**config.mk**
```make
export PLATFORM = sky130hd
export DESIGN_NAME = flash_command_security_ctrl
export DESIGN_NICKNAME = d
export VERILOG_FILES = /design/src/rtl/flash_command_security_ctrl.v
export VERILOG_INCLUDE_DIRS = /design/src /design/src/rtl
export SDC_FILE = /design/constraint.sdc
export NUM_CORES = 1
export LEC_CHECK = 0
export BUFFER_PORTS_ARGS = -buffer_cell sky130_fd_sc_hd__buf_2
export CORE_MARGIN = 2
export CORE_UTILIZATION = 50
export CTS_BUF_LIST = sky130_fd_sc_hd__clkbuf_16
export CTS_CLUSTER_DIAMETER = 120
export DETAILED_ROUTE_END_ITERATION = 7
export PLACE_DENSITY = 0.72
export SYNTH_ARGS = -nofsm -noshare
export SYNTH_HDL_FRONTEND = slang
export SYNTH_SLANG_ARGS = --single-unit
```
**constraint.sdc**
```tcl
create_clock -name clock_i -period 2.2 [get_ports clock_i]
set_clock_uncertainty 0.15 [all_clocks]
set_input_delay 0.22 -clock clock_i [delete_from_list [all_inputs] [get_ports clock_i]]
set_output_delay 0.22 -clock clock_i [all_outputs]
set_load 0.03 [all_outputs]
```
**src/rtl/flash_ctrl_defs.vh**
```
`ifndef FLASH_CTRL_DEFS_VH
`define FLASH_CTRL_DEFS_VH

// register indices
`define REG_CLKDIV      4'h0
`define REG_SECURITY    4'h1
`define REG_CONFIG      4'h2
`define REG_PROTECT     4'h3
`define REG_STATUS      4'h4
`define REG_COMMAND     4'h5
`define REG_ADDR_HI     4'h6
`define REG_ADDR_LO     4'h7
`define REG_DATA_HI     4'h8
`define REG_DATA_LO     4'h9
`define REG_MODE        4'ha

// command codes
`define CMD_ERASE_VERIFY 8'h05
`define CMD_PROGRAM      8'h20
`define CMD_SECTOR_ERASE 8'h40
`define CMD_MASS_ERASE   8'h41

// array addresses
`define SEC_BYTE_ADDR   16'hff0f
`define KEY_BASE_ADDR   16'hff00

// status bits
`define ST_COMMAND_BUFFER_EMPTY_FLAG        7
`define ST_COMMAND_COMPLETE_FLAG         6
`define ST_ACCESS_ERROR_FLAG       4
`define ST_BLANK        2

// clock divider fields
`define DIV_LOADED_BIT  7
`define DIV_PRESCALE_BIT 6

// config key access bit and security key-enable code
`define CFG_KEY_ACCESS_BIT_BIT  5
`define KEYEN_ENABLED   2'b10

// protection fields
`define PROT_OPEN_BIT   7
`define PROT_HDIS_BIT   5
`define PROT_LDIS_BIT   2

// security field: unsecured code in bits 1:0
`define SEC_UNSECURED   2'b10

// reset values
`define PROT_RESET      8'hff
`define CONFIG_RESET    8'h00

// timing counts in flash clock ticks, prescaler compare in clock cycles
`define PROG_TICKS      8'h08
`define SECTOR_TICKS    8'h40
`define MASS_TICKS      8'h80
`define VERIFY_TICKS    8'h10
`define PRESCALE_DIV    3'h7

`endif

```
**src/rtl/flash_command_security_ctrl.v**
```verilog
// Chosen here: the plain strobed port.
`timescale 1ns/1ps
// Overview of operation
// - wait mode: finish active and queued commands
// - completion wakes waiting processor when enabled
// - stop aborts command, sets complete and error
// - stop exit: buffer empty, queued command dropped
// - protection register writable in debug mode
// - debug secured special mode: mass erase only
// - reset loads security byte from 0xff0f
// - secure stored byte restores secured state
// - key mode: key writes compare, not program
// - four key words in order unsecure
// - divider write once, loaded bit read-only
// - prescaler divides oscillator by eight
// - security register ignores bus writes
// - 0x05 verifies erased, sets blank bit
// - 0x20 programs one word
// - 0x40 erases a 1024-byte sector
// - 0x41 mass erase needs protect bits 7, 5 and 2 set
`include "flash_ctrl_defs.vh"

module flash_command_security_ctrl (
  // clock and reset
  input wire clock_i,
  input wire rst_n_i,
  // register port
  input wire [3:0] addr_i,
  input wire [7:0] wdata_i,
  input wire wr_i,
  input wire rd_i,
  output reg [7:0] rdata_o,
  // system mode pins, asynchronous
  input wire wait_mode_i,
  input wire stop_mode_i,
  input wire debug_mode_i,
  input wire special_mode_i,
  // array side: stored configuration and key
  input wire [7:0] cfg_security_byte_i,
  input wire [63:0] cfg_backdoor_key_i,
  input wire array_blank_i,
  // array control
  output reg hv_enable_o,
  output reg [7:0] array_cmd_o,
  output reg [15:0] array_addr_o,
  output reg [15:0] array_data_o,
  output reg flash_tick_o,
  output reg wake_o,
  output reg unsecured_o
);

  // ----------------------------------------------------------------
  // states
  // ----------------------------------------------------------------
  localparam ST_IDLE = 2'h0;
  localparam ST_BUSY = 2'h1;
  localparam ST_LOAD = 2'h2;

  // ----------------------------------------------------------------
  // pin synchronisers
  // ----------------------------------------------------------------
  reg [3:0] pin_meta_r; // first stage, read only by second
  reg [3:0] pin_sync_r; // {special, debug, stop, wait}
  always @(posedge clock_i) begin
    if (!rst_n_i) begin
      pin_meta_r <= 4'h0;
      pin_sync_r <= 4'h0;
    end else begin
      pin_meta_r <= {special_mode_i, debug_mode_i, stop_mode_i, wait_mode_i};
      pin_sync_r <= pin_meta_r;
    end
  end
  wire stop_s = pin_sync_r[1];
  wire debug_s = pin_sync_r[2];
  wire special_s = pin_sync_r[3];
  reg stop_d_r; // delayed stop for edge detection
  wire stop_exit = stop_d_r & ~stop_s;

  // ----------------------------------------------------------------
  // registers
  // ----------------------------------------------------------------
  reg [1:0] state_r;
  reg [7:0] clkdiv_r; // bit7 loaded, bit6 prescale, 5:0 divider
  reg [7:0] security_r; // loaded at reset only
  reg [7:0] config_r; // bit5 key access, bit0 interrupt enable
  reg [7:0] protect_r;
  reg command_buffer_empty_flag_r, command_complete_flag_r, access_error_flag_r, blank_r;
  reg [7:0] cmd_r; // launched command
  reg [15:0] addr_r, data_r; // staged address and data
  reg [7:0] q_cmd_r; // buffered command
  reg [15:0] q_addr_r, q_data_r;
  reg q_valid_r;
  reg [7:0] ticks_r; // remaining flash clock ticks
  reg [1:0] key_idx_r; // next expected key word
  reg key_ok_r; // all words so far matched
  reg [2:0] pre_cnt_r; // prescaler counter
  reg [5:0] div_cnt_r; // divider counter

  // key compare mode active
  wire key_mode = (security_r[7:6] == `KEYEN_ENABLED) & config_r[`CFG_KEY_ACCESS_BIT_BIT];
  wire secured = (security_r[1:0] != `SEC_UNSECURED) & ~unsecured_o;

  // decode used for writes; reads use a case on addr_i
  function sel;
    input [3:0] a;
    input [3:0] r;
    begin
      sel = (a == r);
    end
  endfunction

  // command acceptance: debug secured special allows mass erase only
  function cmd_allowed;
    input [7:0] c;
    input dbg, sec, spc;
    begin
      if (dbg & sec & spc)
        cmd_allowed = (c == `CMD_MASS_ERASE);
      else
        cmd_allowed = (c == `CMD_ERASE_VERIFY) | (c == `CMD_PROGRAM) |
                      (c == `CMD_SECTOR_ERASE) | (c == `CMD_MASS_ERASE);
    end
  endfunction

  // operation length for each command
  function [7:0] cmd_ticks;
    input [7:0] c;
    begin
      case (c)
        `CMD_PROGRAM: cmd_ticks = `PROG_TICKS;
        `CMD_SECTOR_ERASE: cmd_ticks = `SECTOR_TICKS;
        `CMD_MASS_ERASE: cmd_ticks = `MASS_TICKS;
        default: cmd_ticks = `VERIFY_TICKS;
      endcase
    end
  endfunction

  // ----------------------------------------------------------------
  // flash clock: optional divide by eight, then divider field
  // ----------------------------------------------------------------
  wire pre_tick = clkdiv_r[`DIV_PRESCALE_BIT] ? (pre_cnt_r == `PRESCALE_DIV) : 1'b1;
  wire div_tick = pre_tick & (div_cnt_r == clkdiv_r[5:0]);
  always @(posedge clock_i) begin
    if (!rst_n_i) begin
      pre_cnt_r <= 3'h0;
      div_cnt_r <= 6'h0;
      flash_tick_o <= 1'b0;
    end else begin
      pre_cnt_r <= pre_cnt_r + 3'h1;
      if (pre_tick)
        div_cnt_r <= div_tick ? 6'h0 : div_cnt_r + 6'h1;
      // no ticks until divider is loaded, as array timing would be wrong
      flash_tick_o <= div_tick & clkdiv_r[`DIV_LOADED_BIT];
    end
  end

  // ----------------------------------------------------------------
  // write side and command engine
  // ----------------------------------------------------------------
  wire wr_cmd = wr_i & sel(addr_i, `REG_COMMAND);
  // widen the staged address so both sides of the compare are 16 bits
  wire is_key_addr = ({3'h0, addr_r[15:3]} == (`KEY_BASE_ADDR >> 3));
  always @(posedge clock_i) begin
    if (!rst_n_i) begin
      state_r <= ST_LOAD;
      clkdiv_r <= 8'h00;
      security_r <= 8'h00;
      config_r <= `CONFIG_RESET;
      protect_r <= `PROT_RESET;
      command_buffer_empty_flag_r <= 1'b1;
      command_complete_flag_r <= 1'b1;
      access_error_flag_r <= 1'b0;
      blank_r <= 1'b0;
      cmd_r <= 8'h00;
      addr_r <= 16'h0000;
      data_r <= 16'h0000;
      q_cmd_r <= 8'h00;
      q_addr_r <= 16'h0000;
      q_data_r <= 16'h0000;
      q_valid_r <= 1'b0;
      ticks_r <= 8'h00;
      key_idx_r <= 2'h0;
      key_ok_r <= 1'b1;
      unsecured_o <= 1'b0;
      hv_enable_o <= 1'b0;
      array_cmd_o <= 8'h00;
      array_addr_o <= 16'h0000;
      array_data_o <= 16'h0000;
      wake_o <= 1'b0;
      stop_d_r <= 1'b0;
    end else begin
      stop_d_r <= stop_s;
      wake_o <= command_complete_flag_r & config_r[0] & pin_sync_r[0];
      // bus writes
      if (wr_i) begin
        if (sel(addr_i, `REG_CLKDIV) & ~clkdiv_r[`DIV_LOADED_BIT])
          clkdiv_r <= {1'b1, wdata_i[6:0]};
        if (sel(addr_i, `REG_CONFIG))
          config_r <= wdata_i;
        if (sel(addr_i, `REG_PROTECT) & debug_s)
          protect_r <= wdata_i;
        if (sel(addr_i, `REG_ADDR_HI))
          addr_r[15:8] <= wdata_i;
        if (sel(addr_i, `REG_ADDR_LO))
          addr_r[7:0] <= wdata_i;
        if (sel(addr_i, `REG_DATA_HI))
          data_r[15:8] <= wdata_i;
        if (sel(addr_i, `REG_DATA_LO)) begin
          data_r[7:0] <= wdata_i;
          // key compare instead of a program
          if (key_mode & is_key_addr) begin
            if ({14'h0, key_idx_r} != {13'h0, addr_r[2:0]} >> 1 ||
                {data_r[15:8], wdata_i} != cfg_backdoor_key_i[63 - 16 * key_idx_r -: 16])
              key_ok_r <= 1'b0;
            key_idx_r <= key_idx_r + 2'h1;
            if (key_idx_r == 2'h3)
              unsecured_o <= key_ok_r & ({data_r[15:8], wdata_i} == cfg_backdoor_key_i[15:0])
                             & (addr_r[2:1] == 2'h3);
          end
        end
        // status: write one clears error set wins below
        if (sel(addr_i, `REG_STATUS) & wdata_i[`ST_ACCESS_ERROR_FLAG])
          access_error_flag_r <= 1'b0;
        // security register has no bus write path, only the reset load
      end
      // launching a command into the buffer
      if (wr_cmd) begin
        if (~command_buffer_empty_flag_r | access_error_flag_r | ~cmd_allowed(wdata_i, debug_s, secured, special_s) | stop_s)
          access_error_flag_r <= 1'b1;
        else begin
          q_cmd_r <= wdata_i;
          q_addr_r <= addr_r;
          q_data_r <= data_r;
          q_valid_r <= 1'b1;
          command_buffer_empty_flag_r <= 1'b0;
        end
      end
      case (state_r)
        ST_LOAD: begin
          // reset sequence copies stored security byte
          security_r <= cfg_security_byte_i;
          state_r <= ST_IDLE;
        end
        ST_IDLE: begin
          // no launch on the stop exit cycle, the queued word is dropped there
          if (q_valid_r & ~stop_s & ~stop_exit) begin
            cmd_r <= q_cmd_r;
            array_cmd_o <= q_cmd_r;
            array_addr_o <= q_addr_r;
            array_data_o <= q_data_r;
            ticks_r <= cmd_ticks(q_cmd_r);
            q_valid_r <= 1'b0;
            command_buffer_empty_flag_r <= 1'b1;
            command_complete_flag_r <= 1'b0;
            blank_r <= 1'b0;
            // mass erase refused unless protection fully open
            if (q_cmd_r == `CMD_MASS_ERASE && !(protect_r[`PROT_LDIS_BIT] &
                protect_r[`PROT_HDIS_BIT] & protect_r[`PROT_OPEN_BIT])) begin
              access_error_flag_r <= 1'b1;
              command_complete_flag_r <= 1'b1;
            end else begin
              hv_enable_o <= (q_cmd_r != `CMD_ERASE_VERIFY);
              state_r <= ST_BUSY;
            end
          end
        end
        ST_BUSY: begin
          if (stop_s) begin
            // abort: data lost, high voltage off
            hv_enable_o <= 1'b0;
            command_complete_flag_r <= 1'b1;
            access_error_flag_r <= 1'b1;
            state_r <= ST_IDLE;
          end else if (flash_tick_o) begin
            // wait mode is ignored here so work runs to completion
            if (ticks_r == 8'h01) begin
              hv_enable_o <= 1'b0;
              if (q_valid_r)
                command_complete_flag_r <= 1'b0;
              else
                command_complete_flag_r <= 1'b1;
              if (cmd_r == `CMD_ERASE_VERIFY)
                blank_r <= array_blank_i;
              state_r <= ST_IDLE;
            end
            ticks_r <= ticks_r - 8'h01;
          end
        end
        default: state_r <= ST_IDLE;
      endcase
      // leaving stop: buffer empties, queued work dropped
      if (stop_exit) begin
        q_valid_r <= 1'b0;
        command_buffer_empty_flag_r <= 1'b1;
      end
    end
  end

  // ----------------------------------------------------------------
  // read side, data one cycle after strobe
  // ----------------------------------------------------------------
  always @(posedge clock_i) begin
    if (!rst_n_i)
      rdata_o <= 8'h00;
    else if (rd_i) begin
      case (addr_i)
        `REG_CLKDIV: rdata_o <= clkdiv_r;
        `REG_SECURITY: rdata_o <= security_r;
        `REG_CONFIG: rdata_o <= config_r;
        `REG_PROTECT: rdata_o <= protect_r;
        `REG_STATUS: rdata_o <= {command_buffer_empty_flag_r, command_complete_flag_r, 1'b0, access_error_flag_r, 1'b0, blank_r, 2'b00};
        `REG_COMMAND: rdata_o <= cmd_r;
        `REG_ADDR_HI: rdata_o <= addr_r[15:8];
        `REG_ADDR_LO: rdata_o <= addr_r[7:0];
        `REG_DATA_HI: rdata_o <= data_r[15:8];
        `REG_DATA_LO: rdata_o <= data_r[7:0];
        `REG_MODE: rdata_o <= {4'h0, ~secured, special_s, debug_s, stop_s};
        default: rdata_o <= 8'h00;
      endcase
    end else
      rdata_o <= 8'h00;
  end

endmodule

```
==> flow_metrics.env, run 1 <==
export IMPL_finalMaxSlewViolations=0
export IMPL_num_rows=48
export IMPL_grt_start_max_net_pins=46
export IMPL_required_ns=2.37
export IMPL_antenna_left=0
export IMPL_setup_ws_ns=0.1362
export IMPL_grt_pass1_wl_microns=41000
export IMPL_cellInternalPower_mw=5.589
export IMPL_register_area_sq_um=3844
export IMPL_setup_viol=0
export IMPL_clk_latency_ns=0.44
export IMPL_synth_fp_nets=1120
export IMPL_ys_types=71
export IMPL_yosys_warnings=0
export IMPL_grt_usage_pct=28.40
export IMPL_avgSynthCellArea_sq_um=8.752
export IMPL_cts_made_buffers=17
export IMPL_worstPathArrival_ns=2.24
export IMPL_nets=1276
export IMPL_total_power_mw=7.338
export IMPL_cp_start_kind="flop"
export IMPL_critical_path_class="flop to flop"
export IMPL_fill_cells=1507
export IMPL_fmax_mhz=484.6
export IMPL_drv_cap=0
export IMPL_ys_seq_elements=192
export IMPL_outcome="completed"
export IMPL_post_place_ws_ns=0.01718
export IMPL_syn_area_sq_um=8936
export IMPL_die_w_microns=137.7
export IMPL_vias=8193
export IMPL_h_tree_depth=4
export IMPL_dieArea_sq_um=18960
export IMPL_hold_violations=0
export IMPL_period_share_pct=93.81
export IMPL_drtIter0Drc=762
export IMPL_drive_gt1_share_pct=22.27
export IMPL_synth_seq_area_share_pct=43.01
export IMPL_async_flop_share_pct=0
export IMPL_switching_share_pct=23.83
export IMPL_n_antenna_cell=0
export IMPL_initial_core_util_pct=51.49
export IMPL_synthCells=1021
export IMPL_relSlewSlack_pct=62.51
export IMPL_cts_sinks=192
export IMPL_avgViaCountPerCell=5.790
export IMPL_cp_max_fo=5
export IMPL_p_switching_mw=1.749
export IMPL_power_density_nw_per_um2=673.1
export IMPL_grt_pass1_vias=7615
export IMPL_routed_wl_microns=26320
export IMPL_combinationalPowerShare_pct=8.1
export IMPL_wl_per_cell_microns=18.60
export IMPL_period_minus_slack_ns=2.064
export IMPL_clkSlewWorstSetupHoldPaths_ns=0.07
export IMPL_post_dp_hpwl_microns=18800
export IMPL_clkPwrFrac_pct=43.5
export IMPL_cts_root_buf="clkbuf_16"
export IMPL_critPathCaptureType="flop"
export IMPL_fp_coreArea_sq_um=17360
export IMPL_ys_flop_type="dfxtp_1"
export IMPL_r2r_slack_ns=0.14
export IMPL_hp_class="input pin to flop"
export IMPL_power_leakage_nw=4.229
export IMPL_dr_pass1_iters=5
export IMPL_multiInputGateArea_sq_um=4738
export IMPL_synth_edf_count=0
export IMPL_drc=0
export IMPL_cts_max_path_buffers=2
export IMPL_ir_worst_vdd_v=0.0006628
export IMPL_seqPwrFrac_pct=48.4
export IMPL_overflow=0
export IMPL_gp_congestion=0.9577
export IMPL_grt_antenna_before_repair=0
export IMPL_port_buffers=144
export IMPL_cts_setup_buffers=0
export IMPL_io_pins=145
export IMPL_fp_dieH_microns=137.7
export IMPL_tightest_slew_ns=0.5624
export IMPL_cts_tree="done"
export IMPL_areaGrowthSynthToFinish_pct=22.01
critical path: stages (launching register included):
cell,delay [ns]
dfxtp_1,0.37
nor2b_1,0.36
o31a_1,0.23
o2111a_1,0.31
nand2_1,0.21
a221o_1,0.32
final cells by class:
class	count	share of cell area (%)
Clock inverter	15	1.675
Timing Repair Buffer	216	12.83
Sequential cell	192	35.25
Clock buffer	17	3.902
Tap cell	225	2.582
Inverter	8	0.2984
Multi-Input combinational cell	742	43.46
registers in the layout, indices dropped and copies added (netlist names), 4 cells and up:
name	count
clkdiv_r	8
array_addr_o	16
ticks_r	8
rdata_o	8
cmd_r	8
q_cmd_r	8
config_r	8
data_r	16
q_data_r	16
array_data_o	16
q_addr_r	16
pin_meta_r	4
div_cnt_r	6
addr_r	16
security_r	8
protect_r	8
pin_sync_r	4
Yosys cell counts, drive strengths merged (3+ instances only):
cell type	number	share of area [%]
nor2b	10	0.70
a22o	7	0.69
a22oi	11	0.92
dfxtp	192	43
mux2	11	1.4
xnor2	26	2.5
o22ai	6	0.42
nand4	11	0.77
ha	6	0.84
nor4	8	0.73
nor3	11	0.62
a211oi	3	0.25
nor2	91	3.9
nand2	124	5.2
or3	4	0.28
nor3b	5	0.42
mux4	13	3.4
and2	12	0.84
nand3	41	2.3
xor2	16	1.6
mux2i	68	7.6
and3	13	0.91
nand2b	10	0.70
buf	28	1.8
nor4b	4	0.39
nand4b	3	0.29
inv	7	0.29
a221oi	5	0.49
a21oi	113	6.3
a32oi	5	0.49
clkbuf	51	2.1
and4	4	0.39
o21ai	58	3.2
nand3b	5	0.42
stage by stage:
step | utilization [%] | hold slack (ns) | area [sq um] | std cells | setup TNS (ns)
after floorplan | - | 0.1973 | 8936 | 1021 | 0
after global placement | 58.35 | 0.2631 | 10130 | 1368 | 0
after CTS | 62.75 | 0.006040 | 10890 | 1415 | 0
after global routing | 62.82 | 0.02043 | 10900 | 1415 | -0.1319
after detailed placement | 58.35 | 0.2647 | 10130 | 1368 | 0
final | 62.82 | 0.02027 | 10900 | 1415 | 0
path summary, 6_finish.rpt:
check	cells after the start	endpoint	start
worst max register to register	5	command_buffer_empty_flag_r	security_r[1]
worst min-delay path	2	pre_cnt_r[2]	rst_n_i
worst min register to register	1	pre_cnt_r[0]	pre_cnt_r[0]
worst max-delay path	5	command_buffer_empty_flag_r	security_r[1]
cells in the final DEF, fill, tap and decap left out, drive strengths merged, types with 8 or more instances in the layout:
master and n:
nor2b 10, nor4 8, a21oi 113, and3 13, buf 201, nand2 124, dfxtp 192, clkbuf 17
xnor2 26, o21ai 58, nor3 11, nand3 41, and2 12, mux2 11, a22oi 11, mux2i 68
inv 16, nor2 91, xor2 16, dlygate4sd3 15, nand2b 10, nand4 11, mux4 13
what timing repair did:
| item | 4_1_cts | 5_1_grt |
|---|---|---|
| pin swaps | 0 | 1 |
| endpoints found under the setup margin | 1 | 2 |
| resized for setup | 1 | 2 |
| endpoints found under the hold margin | 16 | 0 |
| hold buffers | 15 | 0 |
power by group through the flow:
stage          clock, mW  combinational [mW]  sequential (mW)
2_1_floorplan          0               0.315             3.62
3_3_place_gp           0               0.557             3.63
3_5_place_dp           0               0.561             3.63
4_1_cts             3.23               0.587             3.55
6_report            3.19               0.598             3.55
5_1_grt             3.37               0.639             3.55
layer usage:
metal  wire length [microns]  up-vias  GRT usage, %  part of all wire, %
met2                   12140      290         44.36                   46
met3                    1651       46         5.813                  6.3
met5                       0        -             0                    0
met4                     724        0         11.80                  2.8
li1                        -     3959             -                    -
met1                   11800     3898         38.25                   45
logic make-up after synthesis:
kind of cell	Yosys count	synth area share [%]
XOR/XNOR	42	4.116
multiplexers	92	12.36
flip-flops	192	43.01
AND/OR/NAND/NOR	365	19.64
AO/OA/AOI/OAI	237	15.78
buffers and inverters	87	4.242
adder cells (fa/ha/maj)	6	0.8401
Note: power is estimated with default switching activity, not from simulation.
==> run 2: changes to the inputs <==
CELL_PAD_IN_SITES_DETAIL_PLACEMENT = 0   (was not set)
CELL_PAD_IN_SITES_GLOBAL_PLACEMENT = 1   (was not set)
CORE_UTILIZATION = 43   (was 50)
PLACE_DENSITY = not set   (was 0.72)
PLACE_DENSITY_LB_ADDON = 0.1   (was not set)
SLEW_MARGIN = 15   (was not set)
==> run 2 against run 1 <==
Clock-buffer cell count did not move; die area rose by 16%; worst hold slack got worse by 0.0074 ns; cell area rose by 1.0%; combinational power barely moved; sequential share of layout area fell by 0.36 points; fmax fell by 2.2%; final cell count rose by 3.1%; via count fell by 2.2%; non-clock buffer count fell by 2; critical path type unchanged.
==> flow_metrics.env, run 2 (synthesized netlist as in run 1, its figures left out) <==
export IMPL_clkSlewWorstSetupHoldPaths_ns=0.08
export IMPL_routed_wl_microns=27120
export IMPL_fmax_mhz=473.7
export IMPL_period_share_pct=95.95
export IMPL_grt_pass1_vias=7695
export IMPL_hold_violations=0
export IMPL_cts_sinks=192
export IMPL_setup_viol=0
export IMPL_cp_start_kind="flop"
export IMPL_finalInstanceArea_sq_um=11010
export IMPL_areaGrowthSynthToFinish_pct=23.26
export IMPL_final_common_cell="dfxtp_1"
export IMPL_grt_pass1_wl_microns=43410
export IMPL_cts_tree="done"
export IMPL_fin_util_pct=54.26
export IMPL_post_dp_hpwl_microns=19960
export IMPL_hp_class="input pin to flop"
export IMPL_die_w_microns=148.2
export IMPL_gp_congestion=0.8994
export IMPL_critical_path_class="flop to flop"
export IMPL_min_path_cells=2
export IMPL_place_inst=1412
export IMPL_mostFrequentLayoutCells="dfxtp_1 (192), buf_2 (144), nand2_1 (124), a21oi_1 (113), nor2_1 (89)"
export IMPL_num_rows=52
export IMPL_antenna_left=0
export IMPL_relSlewSlack_pct=62.12
export IMPL_ir_worst_vdd_v=0.0005778
export IMPL_slowest_stage="or4_1"
export IMPL_cts_root_buf="clkbuf_16"
export IMPL_nets=1274
export IMPL_power_leakage_nw=4.218
export IMPL_grt_start_max_net_pins=49
export IMPL_dieArea_sq_um=21950
export IMPL_cts_made_buffers=17
export IMPL_dpl_cell_area_sq_um=10230
export IMPL_period_minus_slack_ns=2.111
export IMPL_cp_top_family="compound AO/OA/AOI/OAI gates"
export IMPL_crit_buf_inv=0
export IMPL_fp_coreArea_sq_um=20300
export IMPL_vias=8012
export IMPL_fin_tns_setup_ns=0
export IMPL_worstPathCellList="or4_1 > o41ai_1 > a211oi_1 > mux2i_1 > nor2_1"
export IMPL_avgViaCountPerCell=5.491
export IMPL_outcome="completed"
export IMPL_cts_setup_buffers=0
export IMPL_io_pins=145
export IMPL_r2r_slack_ns=0.09
export IMPL_setup_ws_ns=0.08911
export IMPL_post_place_ws_ns=0.1172
export IMPL_cts_max_path_buffers=2
export IMPL_rsz0062_at_grt="false"
export IMPL_fin_cells=1459
export IMPL_crit_cells=5
export IMPL_overflow=0
export IMPL_h_tree_depth=4
export IMPL_dr_pass1_iters=5
export IMPL_finalMaxSlewViolations=0
export IMPL_crit_path_max_incr_delay_ns=0.55
export IMPL_critPathCaptureType="flop"
export IMPL_fill_cells=1978
export IMPL_drc=0
export IMPL_grt_antenna_before_repair=1
export IMPL_drv_cap=0
export IMPL_drive_gt1_share_pct=22.39
export IMPL_cp_max_fo=4
export IMPL_grt_usage_pct=25.26
export IMPL_total_power_mw=7.327
export IMPL_fp_dieH_microns=148.2
export IMPL_worstPathArrival_ns=2.28
export IMPL_hold_slack_ns=0.01287
export IMPL_wl_per_cell_microns=18.59
export IMPL_clk_latency_ns=0.43
export IMPL_initial_core_util_pct=44.02
export IMPL_required_ns=2.37
export IMPL_drtIter0Drc=466
export IMPL_rr_worst_depth=5
export IMPL_tightest_slew_ns=0.5643
export IMPL_power_density_nw_per_um2=665.3
export IMPL_port_buffers=144
==> run 2: changes by cell type in the layout (fill, tap and decap cells not counted), sizes merged <==
cell and change:
diode +1, dlygate4sd3 -1, clkinvlp +2, inv -3
buf -1, clkinv +3, bufinv -2
==> run 2: metal layers <==
layer	vias up	part of all wire, %	global-route usage [%]
li1	3946	-	-
met1	3849	46	34.75
met2	193	48	42.08
met3	24	4.2	3.374
met4	0	1.4	6.476
met5	-	0	0
==> run 2: power breakdown <==
group          switching, mW  internal (mW)
registers             0.0386           3.51
clock network           1.54           1.64
logic                  0.328          0.267
==> run 2: worst paths after layout <==
kind,to,from
max reg2reg,hv_enable_o,q_cmd_r[1]
min,pin_meta_r[2],rst_n_i
min reg2reg,pre_cnt_r[0],pre_cnt_r[0]
max,hv_enable_o,q_cmd_r[1]
==> run 2: area by class of cell <==
| type | instances | area [sq um] | area share [%] |
|---|---|---|---|
| inverters | 8 | 32.53 | 0.2954 |
| repair buffers | 214 | 1431 | 13.00 |
| multi-input cells | 742 | 4746 | 43.09 |
| clock inverters | 15 | 195.2 | 1.772 |
| flip-flops and latches | 192 | 3844 | 34.90 |
| clock buffers | 17 | 425.4 | 3.862 |
| well taps | 270 | 337.8 | 3.067 |
| diodes | 1 | 2.502 | 0.02272 |
==> run 2: timing repair <==
item	CTS	global route
hold buffers	14	0
resized for setup	0	4
endpoints found under the hold margin	14	0
endpoints found under the setup margin	0	12
==> run 3: changes to the inputs <==
ABC_AREA = 1   (was not set)
CORE_UTILIZATION = 40   (was 43)
SKIP_LAST_GASP = 1   (was not set)
clock period = 2.3 ns   (was 2.2 ns; I/O delays follow)
==> run 3 against run 2 <==
Synthesized cell count is 26% higher; critical path depth rose by 4; sequential share of layout area up 0.78 points; global-route usage decreased by 2.0 points; final cell count grew 18%; via count grew 7.6%; sequential power is 3% lower; utilization shrank 5.2 points; die area is 8.2% higher; register-to-register slack improved by 0.19 ns; first-iteration DRC count increased by 33%; critical endpoint is now blank_r.
==> flow_metrics.env, run 3 <==
export IMPL_yosys_area_top_type_share_pct=42.63
export IMPL_vias=8622
export IMPL_crit_path_max_incr_delay_ns=0.54
export IMPL_power_density_nw_per_um2=641.2
export IMPL_cp_common_cell="nand2_1"
export IMPL_hold_violations=0
export IMPL_worstPathCellList="inv_2 > nand2_1 > nand2_1 > nor2_4 > o21ai_1 > inv_2 > nand2_1 > o21ai_1 > a21oi_1"
export IMPL_io_pins=145
export IMPL_p_switching_mw=1.857
export IMPL_ys_flop_type="dfxtp_1"
export IMPL_synth_common_cells="nand2_1 (247), dfxtp_1 (192), inv_1 (192)"
export IMPL_drive_gt1_share_pct=15.46
export IMPL_post_dp_hpwl_microns=19880
export IMPL_initial_core_util_pct=41.06
export IMPL_period_minus_slack_ns=2.018
export IMPL_async_flop_share_pct=0
export IMPL_wl_per_cell_microns=15.94
export IMPL_clk_latency_ns=0.43
export IMPL_avgSynthCellArea_sq_um=6.984
export IMPL_required_ns=2.52
export IMPL_hp_class="input pin to flop"
export IMPL_synth_seq_area_share_pct=42.63
export IMPL_fin_util_pct=49.06
export IMPL_cp_max_fo=9
export IMPL_yosysMostFrequentCell="nand2_1"
export IMPL_cts_tree="done"
export IMPL_setup_viol=0
export IMPL_cts_repair_resized=0
export IMPL_relSlewSlack_pct=54.29
export IMPL_fp_coreArea_sq_um=21960
export IMPL_switching_share_pct=26.88
export IMPL_fmax_mhz=495.6
export IMPL_rsz0062_at_grt="false"
export IMPL_gp_congestion=0.9427
export IMPL_power_leakage_nw=4.963
export IMPL_overflow=0
export IMPL_outcome="completed"
export IMPL_grt_usage_pct=23.31
export IMPL_dpl_cell_area_sq_um=10040
export IMPL_ys_types=37
export IMPL_port_buffers=144
export IMPL_worstPathArrival_ns=2.24
export IMPL_grt_pass1_vias=8145
export IMPL_fill_cells=2329
export IMPL_final_common_cell="nand2_1"
export IMPL_avgViaCountPerCell=5.007
export IMPL_syn_area_sq_um=9016
export IMPL_place_inst=1672
export IMPL_die_w_microns=154.1
export IMPL_grt_antenna_before_repair=0
export IMPL_h_tree_depth=4
export IMPL_ys_seq_elements=192
export IMPL_n_antenna_cell=0
export IMPL_synth_edf_count=0
export IMPL_combinationalPowerShare_pct=9.4
export IMPL_tightest_slew_ns=0.6811
export IMPL_nets=1528
export IMPL_critical_path_class="flop to flop"
export IMPL_cp_top_family="compound AO/OA/AOI/OAI gates"
export IMPL_cts_sinks=192
export IMPL_grt_start_max_net_pins=108
export IMPL_finalInstanceArea_sq_um=10770
export IMPL_fp_dieH_microns=154.1
export IMPL_ir_worst_vdd_v=0.0004160
export IMPL_seqPwrFrac_pct=49.7
export IMPL_fin_tns_setup_ns=0
export IMPL_post_place_ws_ns=0.2565
export IMPL_fin_cells=1722
export IMPL_synth_fp_nets=1390
export IMPL_areaGrowthSynthToFinish_pct=19.48
export IMPL_antenna_left=0
export IMPL_crit_buf_inv=2
export IMPL_finalMaxSlewViolations=0
export IMPL_num_rows=54
export IMPL_period_share_pct=87.72
export IMPL_cts_root_buf="clkbuf_16"
export IMPL_cts_made_buffers=17
export IMPL_cts_max_path_buffers=2
export IMPL_critPathCaptureType="flop"
export IMPL_slowest_stage="o21ai_1"
export IMPL_clkSlewWorstSetupHoldPaths_ns=0.07
export IMPL_synthCells=1291
export IMPL_cellInternalPower_mw=5.051
export IMPL_clkPwrFrac_pct=41.0
export IMPL_yosys_warnings=0
export IMPL_setup_ws_ns=0.2824
export IMPL_yosysTopAreaCell="dfxtp_1"
export IMPL_netlist_top_cells_area="dfxtp_1 (43%), nand2_1 (10%), inv_1 (8.0%)"
export IMPL_mostFrequentLayoutCells="nand2_1 (247), inv_1 (192), dfxtp_1 (192), buf_2 (143), a21oi_1 (131)"
export IMPL_dr_pass1_iters=5
export IMPL_grt_pass1_wl_microns=43540
export IMPL_drtIter0Drc=622
export IMPL_routed_wl_microns=27450
export IMPL_drc=0
export IMPL_dieArea_sq_um=23760
export IMPL_drv_cap=0
export IMPL_cp_start_kind="flop"
run 3: cell types whose count changed in the layout (fill, tap and decap cells not counted), sizes merged, moves of 13 or more:
| cell | previous run | this run |
|---|---|---|
| buf | 200 | 172 |
| o22ai | 6 | 20 |
| mux2i | 68 | 0 |
| mux4 | 13 | 0 |
| and3 | 13 | 0 |
| nand4 | 11 | 47 |
| nand3 | 41 | 78 |
| inv | 13 | 204 |
| o21ai | 58 | 118 |
| nand2 | 124 | 247 |
| a21oi | 113 | 132 |
run 3: metrics by stage:
step,power [mW],hold WS (ns)
global placement,4.129,0.2457
CTS,6.969,0.007515
finish,6.907,0.02344
global route,7.194,0.007811
floorplan,3.879,0.1776
detailed placement,4.133,0.2503
run 3: final cells by class:
class | count | area (sq um) | share of cell area, %
Multi-Input combinational cell | 829 | 4103 | 38.08
Inverter | 199 | 747.0 | 6.934
Timing Repair Buffer | 190 | 1176 | 10.92
Sequential cell | 192 | 3844 | 35.68
Clock inverter | 15 | 127.6 | 1.185
Clock buffer | 17 | 425.4 | 3.949
Tap cell | 280 | 350.3 | 3.252
run 3: per-layer routing:
layer  GRT usage [%]  part of all wire [%]  vias up
li1                -                     -     4482
met1           31.81                    48     3929
met2           38.69                    47      187
met3           3.608                   4.1       24
met4           5.741                   1.5        0
met5               0                     0        -
run 3: power by group through the flow:
stage | logic [mW] | registers (mW) | clock network (mW)
final | 0.648 | 3.43 | 2.83
after detailed placement | 0.626 | 3.51 | 0
after CTS | 0.650 | 3.43 | 2.89
after floorplan | 0.375 | 3.50 | 0
after global placement | 0.622 | 3.51 | 0
after global routing | 0.730 | 3.44 | 3.03
run 3: logic make-up after synthesis:
kind of cell,count (synthesis),synth area share (%)
compound gates,295,17.55
simple gates,496,23.86
flops,192,42.63
fa+ha+maj,6,0.8326
buf+inv,270,12.02
xor+xnor,32,3.108
run 3: worst paths after layout:
kind / cells after the start / endpoint / startpoint / slack, ns
hold reg to reg: 2 / pin_sync_r[2] / pin_meta_r[2] / 0.26
setup reg to reg: 9 / blank_r / pin_sync_r[1] / 0.28
setup / recovery: 9 / blank_r / pin_sync_r[1] / 0.28
hold / removal: 3 / rdata_o[5] / rd_i / 0.02
run 3: worst register-to-register path, delay by kind of cell, from the launching register on:
kind / cells / cell delay (ns)
flip-flops: 1 / 0.37
AO/OA/AOI/OAI: 3 / 0.71
buffers and inverters: 2 / 0.30
AND/OR/NAND/NOR: 4 / 0.41
run 3: what timing repair did:
action | 4_1_cts | 5_1_grt
setup buffers | 0 | 0
hold buffers | 18 | 0
hold endpoints to repair | 17 | 0
